--- src/rtl/monitor_pkg.sv ---
package monitor_pkg;

  // ************************************************************
  // Register indices; byte address is four times the index
  // ************************************************************
  localparam logic [5:0] IDX_RUN_STATUS = 6'h10;
  localparam logic [5:0] IDX_PANEL_STATUS = 6'h11;
  localparam logic [5:0] IDX_SETTING_FAULT = 6'h12;
  localparam logic [5:0] IDX_UNUSED_WORD = 6'h13;
  localparam logic [5:0] IDX_FAULT_ONE = 6'h14;
  localparam logic [5:0] IDX_FAULT_TWO = 6'h15;
  localparam logic [5:0] IDX_IRQ_STATUS = 6'h30;
  localparam logic [5:0] IDX_IRQ_MASK = 6'h31;

  localparam int ADDR_W = 8;
  localparam int IRQ_W = 5;

  // ************************************************************
  // Interrupt event positions
  // ************************************************************
  localparam int EV_MAJOR = 0;
  localparam int EV_MINOR = 1;
  localparam int EV_FAULT_ONE = 2;
  localparam int EV_FAULT_TWO = 3;
  localparam int EV_SETTING = 4;
  localparam logic [IRQ_W-1:0] IRQ_MASK_RESET = 5'h00;

  // ************************************************************
  // Word layouts, msb first
  // ************************************************************
  typedef struct packed {
    logic run_command_source_flag;
    logic speed_source_flag;
    logic [5:0] unused;
    logic major_fault;
    logic minor_fault;
    logic ready;
    logic speed_agree;
    logic reset_active;
    logic reverse;
    logic zero_speed;
    logic running;
  } run_word_t;

  typedef struct packed {
    logic [11:0] unused;
    logic pc_connected;
    logic programming_mode;
    logic fault_active;
    logic setting_fault;
  } panel_word_t;

  typedef struct packed {
    logic brake_resistor_hot;
    logic brake_switch_failure;
    logic torque_excess_2;
    logic torque_excess_1;
    logic drive_thermal_overload;
    logic motor_thermal_overload;
    logic heatsink_trip;
    logic heatsink_warm_warning;
    logic dc_link_high_voltage;
    logic output_current_trip;
    logic earth_leak;
    logic unused;
    logic low_voltage_trip_c;
    logic low_voltage_trip_b;
    logic low_voltage_trip_a;
    logic dc_fuse_open;
  } fault_one_t;

  typedef struct packed {
    logic unused_hi;
    logic nvm_error;
    logic keypad_removed;
    logic motor_temp_warning;
    logic output_phase_missing;
    logic input_phase_missing;
    logic encoder_lost;
    logic speed_mismatch;
    logic speed_excess;
    logic [1:0] unused_lo;
    logic external_trip_input_7;
    logic external_trip_input_6;
    logic external_trip_input_5;
    logic external_trip_input_4;
    logic external_trip_input_3;
  } fault_two_t;

  typedef struct packed {
    run_word_t run;
    panel_word_t panel;
    logic [15:0] setting_fault_number;
    fault_one_t fault_one;
    fault_two_t fault_two;
  } monitor_t;

  typedef struct packed {
    logic [ADDR_W-1:0] address;
    logic read;
    logic write;
    logic [31:0] writedata;
    logic [3:0] byteenable;
  } avalon_req_t;

endpackage : monitor_pkg

--- src/rtl/drive_monitor_status_registers.sv ---
`timescale 1ns/10ps
module drive_monitor_status_registers (
  input wire logic clk,
  input wire logic rst,
  input wire monitor_pkg::monitor_t mon_in,
  input wire monitor_pkg::avalon_req_t av,
  output logic [31:0] readdata,
  output logic waitrequest,
  output logic irq
);

  // ************************************************************
  // State
  // ************************************************************
  typedef struct packed {
    monitor_pkg::monitor_t mon;
    logic [monitor_pkg::IRQ_W-1:0] irq_status;
    logic [monitor_pkg::IRQ_W-1:0] irq_mask;
    logic waitrequest;
    logic [31:0] readdata;
    logic irq;
  } state_t;

  localparam state_t RESET_STATE = '{
    mon: '0,
    irq_status: '0,
    irq_mask: monitor_pkg::IRQ_MASK_RESET,
    waitrequest: 1'b1,
    readdata: 32'h0000_0000,
    irq: 1'b0
  };

  state_t state_ff;
  state_t nxt_state;
  monitor_pkg::monitor_t clean;
  logic [5:0] idx;
  logic req;
  logic done;
  logic [15:0] rd_word;
  logic [monitor_pkg::IRQ_W-1:0] events;
  logic [monitor_pkg::IRQ_W-1:0] w1c;

  assign idx = av.address[7:2];
  assign req = av.read | av.write;
  // Completion edge: master samples waitrequest low here
  assign done = req & ~state_ff.waitrequest;

  // ************************************************************
  // Next state
  // ************************************************************
  always_comb begin
    nxt_state = state_ff;
    clean = mon_in;
    clean.run.unused = '0;
    clean.panel.unused = '0;
    clean.fault_one.unused = 1'b0;
    clean.fault_two.unused_lo = '0;
    clean.fault_two.unused_hi = 1'b0;
    nxt_state.mon = clean;

    // Edges are taken against the previous snapshot, so a fault held
    // active raises one event only
    events = '0;
    events[monitor_pkg::EV_MAJOR] = clean.run.major_fault & ~state_ff.mon.run.major_fault;
    events[monitor_pkg::EV_MINOR] = clean.run.minor_fault & ~state_ff.mon.run.minor_fault;
    events[monitor_pkg::EV_FAULT_ONE] = |(clean.fault_one & ~state_ff.mon.fault_one);
    events[monitor_pkg::EV_FAULT_TWO] = |(clean.fault_two & ~state_ff.mon.fault_two);
    events[monitor_pkg::EV_SETTING] =
      clean.panel.setting_fault & ~state_ff.mon.panel.setting_fault;

    case (idx)
      monitor_pkg::IDX_RUN_STATUS: rd_word = state_ff.mon.run;
      monitor_pkg::IDX_PANEL_STATUS: rd_word = state_ff.mon.panel;
      monitor_pkg::IDX_SETTING_FAULT: rd_word = state_ff.mon.setting_fault_number;
      monitor_pkg::IDX_UNUSED_WORD: rd_word = 16'h0000;
      monitor_pkg::IDX_FAULT_ONE: rd_word = state_ff.mon.fault_one;
      monitor_pkg::IDX_FAULT_TWO: rd_word = state_ff.mon.fault_two;
      monitor_pkg::IDX_IRQ_STATUS: rd_word = {11'h000, state_ff.irq_status};
      monitor_pkg::IDX_IRQ_MASK: rd_word = {11'h000, state_ff.irq_mask};
      default: rd_word = 16'h0000;
    endcase

    // One wait cycle per access keeps read data straight from a flop
    if (req && state_ff.waitrequest) begin
      nxt_state.waitrequest = 1'b0;
      nxt_state.readdata = av.read ? {16'h0000, rd_word} : 32'h0000_0000;
    end else begin
      nxt_state.waitrequest = 1'b1;
    end

    // Only the interrupt words accept writes; monitor words drop them
    w1c = '0;
    if (done && av.write && av.byteenable[0]) begin
      case (idx)
        monitor_pkg::IDX_IRQ_STATUS: w1c = av.writedata[monitor_pkg::IRQ_W-1:0];
        monitor_pkg::IDX_IRQ_MASK: nxt_state.irq_mask = av.writedata[monitor_pkg::IRQ_W-1:0];
        default: w1c = '0;
      endcase
    end
    // Set wins over a clear in the same cycle
    nxt_state.irq_status = (state_ff.irq_status & ~w1c) | events;
    nxt_state.irq = |(nxt_state.irq_status & nxt_state.irq_mask);
  end

  always_ff @(posedge clk) begin
    if (rst) begin
      state_ff <= RESET_STATE;
    end else begin
      state_ff <= nxt_state;
    end
  end

  assign readdata = state_ff.readdata;
  assign waitrequest = state_ff.waitrequest;
  assign irq = state_ff.irq;

  logic first_cyc;
  logic is_mon;
  assign first_cyc = req & state_ff.waitrequest;
  assign is_mon = (idx >= monitor_pkg::IDX_RUN_STATUS) && (idx <= monitor_pkg::IDX_FAULT_TWO);

  // Field checks compare read data with the pin levels two edges back, at the
  // bit positions software expects, so a slip in the word layouts shows up
  monitor_pkg::run_word_t run_in;
  monitor_pkg::panel_word_t pnl_in;
  monitor_pkg::fault_one_t f1_in;
  monitor_pkg::fault_two_t f2_in;
  logic rd_run;
  logic rd_pnl;
  logic rd_set;
  logic rd_one;
  logic rd_two;
  assign run_in = mon_in.run;
  assign pnl_in = mon_in.panel;
  assign f1_in = mon_in.fault_one;
  assign f2_in = mon_in.fault_two;
  assign rd_run = first_cyc & av.read & (idx == monitor_pkg::IDX_RUN_STATUS);
  assign rd_pnl = first_cyc & av.read & (idx == monitor_pkg::IDX_PANEL_STATUS);
  assign rd_set = first_cyc & av.read & (idx == monitor_pkg::IDX_SETTING_FAULT);
  assign rd_one = first_cyc & av.read & (idx == monitor_pkg::IDX_FAULT_ONE);
  assign rd_two = first_cyc & av.read & (idx == monitor_pkg::IDX_FAULT_TWO);

  // ************************************************************
  // Per-bit interrupt checks
  // ************************************************************
  for (genvar g = 0; g < monitor_pkg::IRQ_W; g++) begin : g_irq_bit

  end
endmodule : drive_monitor_status_registers

--- config.mk ---
export PLATFORM = sky130hd
export DESIGN_NAME = drive_monitor_status_registers
export DESIGN_NICKNAME = d
export VERILOG_FILES = /design/src/rtl/monitor_pkg.sv /design/src/rtl/drive_monitor_status_registers.sv
export SDC_FILE = /design/constraint.sdc
export NUM_CORES = 1
export LEC_CHECK = 0
export BUFFER_PORTS_ARGS = -buffer_cell sky130_fd_sc_hd__buf_4
export CORE_ASPECT_RATIO = 0.8
export CORE_MARGIN = 2
export CORE_UTILIZATION = 50
export DETAILED_ROUTE_END_ITERATION = 10
export GPL_TIMING_DRIVEN = 0
export PLACE_DENSITY_LB_ADDON = 0.15
export SLEW_MARGIN = 25
export SYNTH_ARGS = -nofsm -noshare
export SYNTH_HDL_FRONTEND = slang
export SYNTH_SLANG_ARGS = --single-unit
export TNS_END_PERCENT = 100
--- constraint.sdc ---
create_clock -name clk -period 5 [get_ports clk]
set_clock_uncertainty 0.05 [all_clocks]
set_input_delay 0.25 -clock clk [delete_from_list [all_inputs] [get_ports clk]]
set_output_delay 0.25 -clock clk [all_outputs]
set_load 0.05 [all_outputs]
Word level (Yosys, flattened, before mapping) --
Cells that the tools add are included.
Cells by class: bitwise operators 17, reductions and logical operators 6, eq/ne operators 7, muxes and demuxes 7
Operators with widths (count):
- $pmux 16 s7 | 1
- $not 16->16 | 2
- $reduce_or 16->1 | 2
- $eq 6x5->1 const B | 5
- $mux 5 | 4
- $and 15x16->16 | 1
- $and 16x16->16 | 1
- $mux 16 | 1
- $eq 6x6->1 const B | 2
- $and 5x5->5 | 2
- $not 5->5 | 1
- $or 5x5->5 | 1
- $reduce_or 5->1 | 1
- $and 1x1->1 | 4
- $not 1->1 | 4
- $logic_and 1x1->1 | 3
- $mux 1 | 1
- $or 1x1->1 | 1
Word-level totals: output and inout port bits 34, word-level logic and storage cells 90, input port bits 128, register bits after elaboration 124

Longest topological paths before layout --
depth after elaboration 10, depth in mapped cells 7, gate-level depth less buffers 5

Worst setup path after synthesis --
Ideal clock, no wire load.
path kind reg2reg, start point register state_ff, in the netlist waitrequest, end point register state_ff, in the netlist irq, setup time 125 ps, path buffers 0, arrival time 1826 ps, stages on the path, launching flop included 6, clock period less this slack 2001 ps, path slack 2999 ps, required time 4825 ps, cells stage by stage dfxtp_1 -> and3b_1 -> nand3_2 -> mux2_2 -> o31a_1 -> o41a_1
Between the ends: longest elaborated chain between the ends 10, elaborated cells between the ends (all ways) 11, those cells by class mux (2); bitwise (6); reduce/logical (3)
RTL lines:
- start: declaration | RTL line drive_monitor_status_registers.sv:33 | state_t state_ff;
- start signal: assignment | RTL line drive_monitor_status_registers.sv:109 | state_ff <= nxt_state;
- $not 1->1 (*) | RTL line drive_monitor_status_registers.sv:46 | assign done = req & ~state_ff.waitrequest;
- $and 1x1->1 (*) | RTL line drive_monitor_status_registers.sv:46
- $logic_and 1x1->1 (*) (2 in series) | RTL line drive_monitor_status_registers.sv:93 | if (done && av.write && av.byteenable[0]) begin
- $mux 5 | RTL line drive_monitor_status_registers.sv:93
- $not 5->5 | RTL line drive_monitor_status_registers.sv:101 | nxt_state.irq_status = (state_ff.irq_status & ~w1c) | events;
- $and 5x5->5 | RTL line drive_monitor_status_registers.sv:101
- $or 5x5->5 | RTL line drive_monitor_status_registers.sv:101
- $and 5x5->5 (*) | RTL line drive_monitor_status_registers.sv:102 | nxt_state.irq = |(nxt_state.irq_status & nxt_state.irq_mask);
- $reduce_or 5->1 (*) | RTL line drive_monitor_status_registers.sv:102
Mark *: on every way between the ends. The rest lies on a longest branch, timed or not. A chain may end at the register's enable or synchronous reset.

Worst setup path in the final report --
start point register state_ff[61] (netlist bit), end point register state_ff, in the netlist irq
Between the ends: longest elaborated chain between the ends 6
RTL lines:
- $not 16->16 | RTL line drive_monitor_status_registers.sv:66 | events[monitor_pkg::EV_FAULT_ONE] = |(clean.fault_one & ~state_ff.mon.fault_one);
- $and 16x16->16 | RTL line drive_monitor_status_registers.sv:66
- $reduce_or 16->1 | RTL line drive_monitor_status_registers.sv:66
- $or 5x5->5 | RTL line drive_monitor_status_registers.sv:101
- $and 5x5->5 | RTL line drive_monitor_status_registers.sv:102
- $reduce_or 5->1 | RTL line drive_monitor_status_registers.sv:102
No other way between the ends.

==> metrics.md <==
| Metric | Value |
|---|---|
| Share of cells above drive strength 1 | `0.335` |
| Die width | `97.7 um` |
| Synth Area per Inst | `10.0 um^2` |
| Routed via count | `2878` |
| # diodes | `0` |
| Nets | `595` |
| Crit path arrival time | `2.18 ns` |
| Core Box Area | `6860 um^2` |
| Reg-to-Reg End | `irq` |
| Ports | `162` |
| # placed instances | `543` |
| Routed WL | `8760 um` |
| Status | `complete, no violations` |
| Hold_buf cts | `0` |
| Pwr dens | `301 nW/um^2` |
| Wire length per cell | `15.7 um` |
| Crit path max fanout | `2` |
| CTS Buf Count | `9` |
| Hold crit path type | `in2reg` |
| Setup Viol. Count Final | `0` |
| Worst R2R Path Depth | `5` |
| Worst path required time | `5.19 ns` |
| Final Hold Viols | `0` |
| Critical Path Source | `state_ff[61]` |
| Seq/Total Area, Yosys | `0.490` |
| Worst r2r src | `state_ff[61]` |
| Global route overflow | `0` |
| Crit start category | `register` |
| DP Area | `4350 um^2` |
| IO buf count | `90` |
| Detailed Route Iter0 Violations | `216` |
| Pwr Total | `0.00137 W` |
| CTS Sinks | `86` |
| Synth Instances | `351` |
| MaxCap Viol Count | `0` |
| Layout area overhead | `29.7%` |
| Distinct cells, synth | `45` |
| Non-Filler Instances | `559` |
| Peak supply drop | `0.176 mV` |
| Initial DRT Pass Iterations | `5` |
| Hold_ws | `0.0433 ns` |
| Flop-to-flop setup slack | `3.01 ns` |
| Worst setup path endpoint | `irq` |
| CTS tree | `yes` |
| Synth Register Bits | `86` |
| Synth async-reset ratio | `0` |
| Dominant synthesized flop cell | `dfxtp_1` |
| Number of enable flip-flop cells after synthesis | `0` |
| Post-CTS sizing | `0` |
| Drt drc | `0` |
| Vias in the first global route | `2662` |
| Synth top area share | `0.490` |
| Worst rel slew slack | `0.538` |
| RSZ-0062 raised after global routing | `no` |
| Initial Util | `0.512` |
| Clock transition at the registers of the reported paths | `0.08 ns` |
| Leak | `1.98 nW` |
| Top post-synthesis cells by area | `dfxtp_1, nor2b_1, buf_4` |
| Clock Latency Late Sink | `0.36 ns` |
| Actual slew at the worst max-slew pin | `0.693 ns` |
| Area leader, netlist | `dfxtp_1` |
| Setup bufs post-CTS | `0` |
| Die Y | `79.0 um` |
| H-tree Lvls | `3` |
| Die area | `7710 um^2` |
| Root buf cell | `clkbuf_8` |
| Final min period | `1.99 ns` |
| First-pass GRT wire length | `13700 um` |
| Final count of pins violating max slew | `0` |
| Yosys warns | `0` |
| Fmax | `504 MHz` |
| GRT Total Usage | `0.236` |
| FP Rows | `27` |
| Vias/cell | `5.15` |
| Post-DP HPWL | `6720 um` |
| ANT nets after route | `0` |
| CP Capture Type | `register` |
| Setup Total Neg Slack | `0 ns` |
| Clk buf depth | `2` |
| Synthesized area | `3510 um^2` |
| Initial antenna violation count | `0` |
| CP Class | `reg2reg` |
| Final Cell Area | `4550 um^2` |
| Gpl congestion | `0.861` |
| Largest net degree at the start of global routing | `15` |
| Tcrit/Tclk final | `0.397` |
per-layer routing:
metal  share of wire  GRT usage  up-vias  wire (um)
met3           0.082     0.0695       11        719
met4           0.013     0.0681        0        112
met2            0.45      0.355      115       3920
li1                -          -     1412          -
met1            0.46      0.330     1340       4010
met5               0          0        -          0
synthesized netlist by cell type (all sizes together) (2+ instances only):
| master | number |
|---|---|
| clkbuf | 11 |
| a2bb2oi | 9 |
| o2111ai | 3 |
| a222oi | 16 |
| dfxtp | 86 |
| inv | 21 |
| nand2b | 4 |
| buf | 36 |
| o21ai | 2 |
| and4bb | 2 |
| mux2i | 3 |
| nand2 | 7 |
| o22ai | 4 |
| a21o | 3 |
| o31a | 4 |
| a22oi | 14 |
| mux2 | 2 |
| nor2 | 20 |
| nor3b | 2 |
| a31o | 4 |
| a21oi | 12 |
| and2 | 6 |
| a21boi | 3 |
| nand4 | 2 |
| nor3 | 2 |
| nor2b | 61 |
state kept, by name, summed over array words and instances (netlist names):
register,flops
irq,1
readdata,16
state_ff,68
waitrequest,1
worst max-delay path: stages, from the launching register on:
cell and delay (ns):
dfxtp_1 0.35, inv_1 0.04, a2111oi_0 0.50, o2111ai_1 0.24, o31a_1 0.35, o41a_1 0.32
worst min path at each step:
stage / startpoint / to / cells past startpoint
final: mon_in[39] / state_ff[83] / 2
after global routing: mon_in[66] / state_ff[110] / 2
after CTS: mon_in[39] / state_ff[83] / 2
after detailed placement: readdata[1] / readdata[1] / 2
after global placement: readdata[1] / readdata[1] / 2
after floorplan: mon_in[64] / state_ff[108] / 1
per-stage QoR:
stage,setup slack (ns),util
floorplan,3.00,-
global placement,2.82,0.635
detailed placement,2.79,0.635
global route,2.76,0.664
finish,3.01,0.664
CTS,2.99,0.664
power breakdown:
part,switching [W],internal (W)
Clock,0.000239,0.000244
Sequential,0.0000131,0.000713
Combinational,0.0000850,0.0000738
Total,0.000337,0.00103
layout by cell type, fill, tap and decap left out, types with 5 or more instances in the layout:
cell type,n
nand2_1,7
buf_4,123
dfxtp_1,86
conb_1,16
nor2_1,20
inv_1,21
and2_1,5
a22oi_1,11
nor2b_1,61
a222oi_1,16
clkbuf_8,10
clkbuf_1,12
a21oi_1,9
a2bb2oi_1,9
layout make-up:
class | count | area, um^2
plain buffers | 47 | 310
clock buffers | 11 | 141
clock inverters | 5 | 58.8
fillers | 585 | 2310
inverters | 21 | 78.8
multi-input cells | 212 | 1460
flip-flops and latches | 86 | 1720
well taps | 87 | 109
repair buffers | 90 | 676
cell families (layout without fill, tap and decap cells):
logic type | after synthesis | count (layout) | share of synthesized area
AND/OR/NAND/NOR | 113 | 113 | 0.199
multiplexers | 5 | 5 | 0.0150
AO/OA/AOI/OAI | 78 | 78 | 0.184
flip-flops | 86 | 86 | 0.490
other | 1 | 16 | 0.00107
buffers and inverters | 68 | 174 | 0.111
No activity file was read; power rests on OpenSTA's default activity.
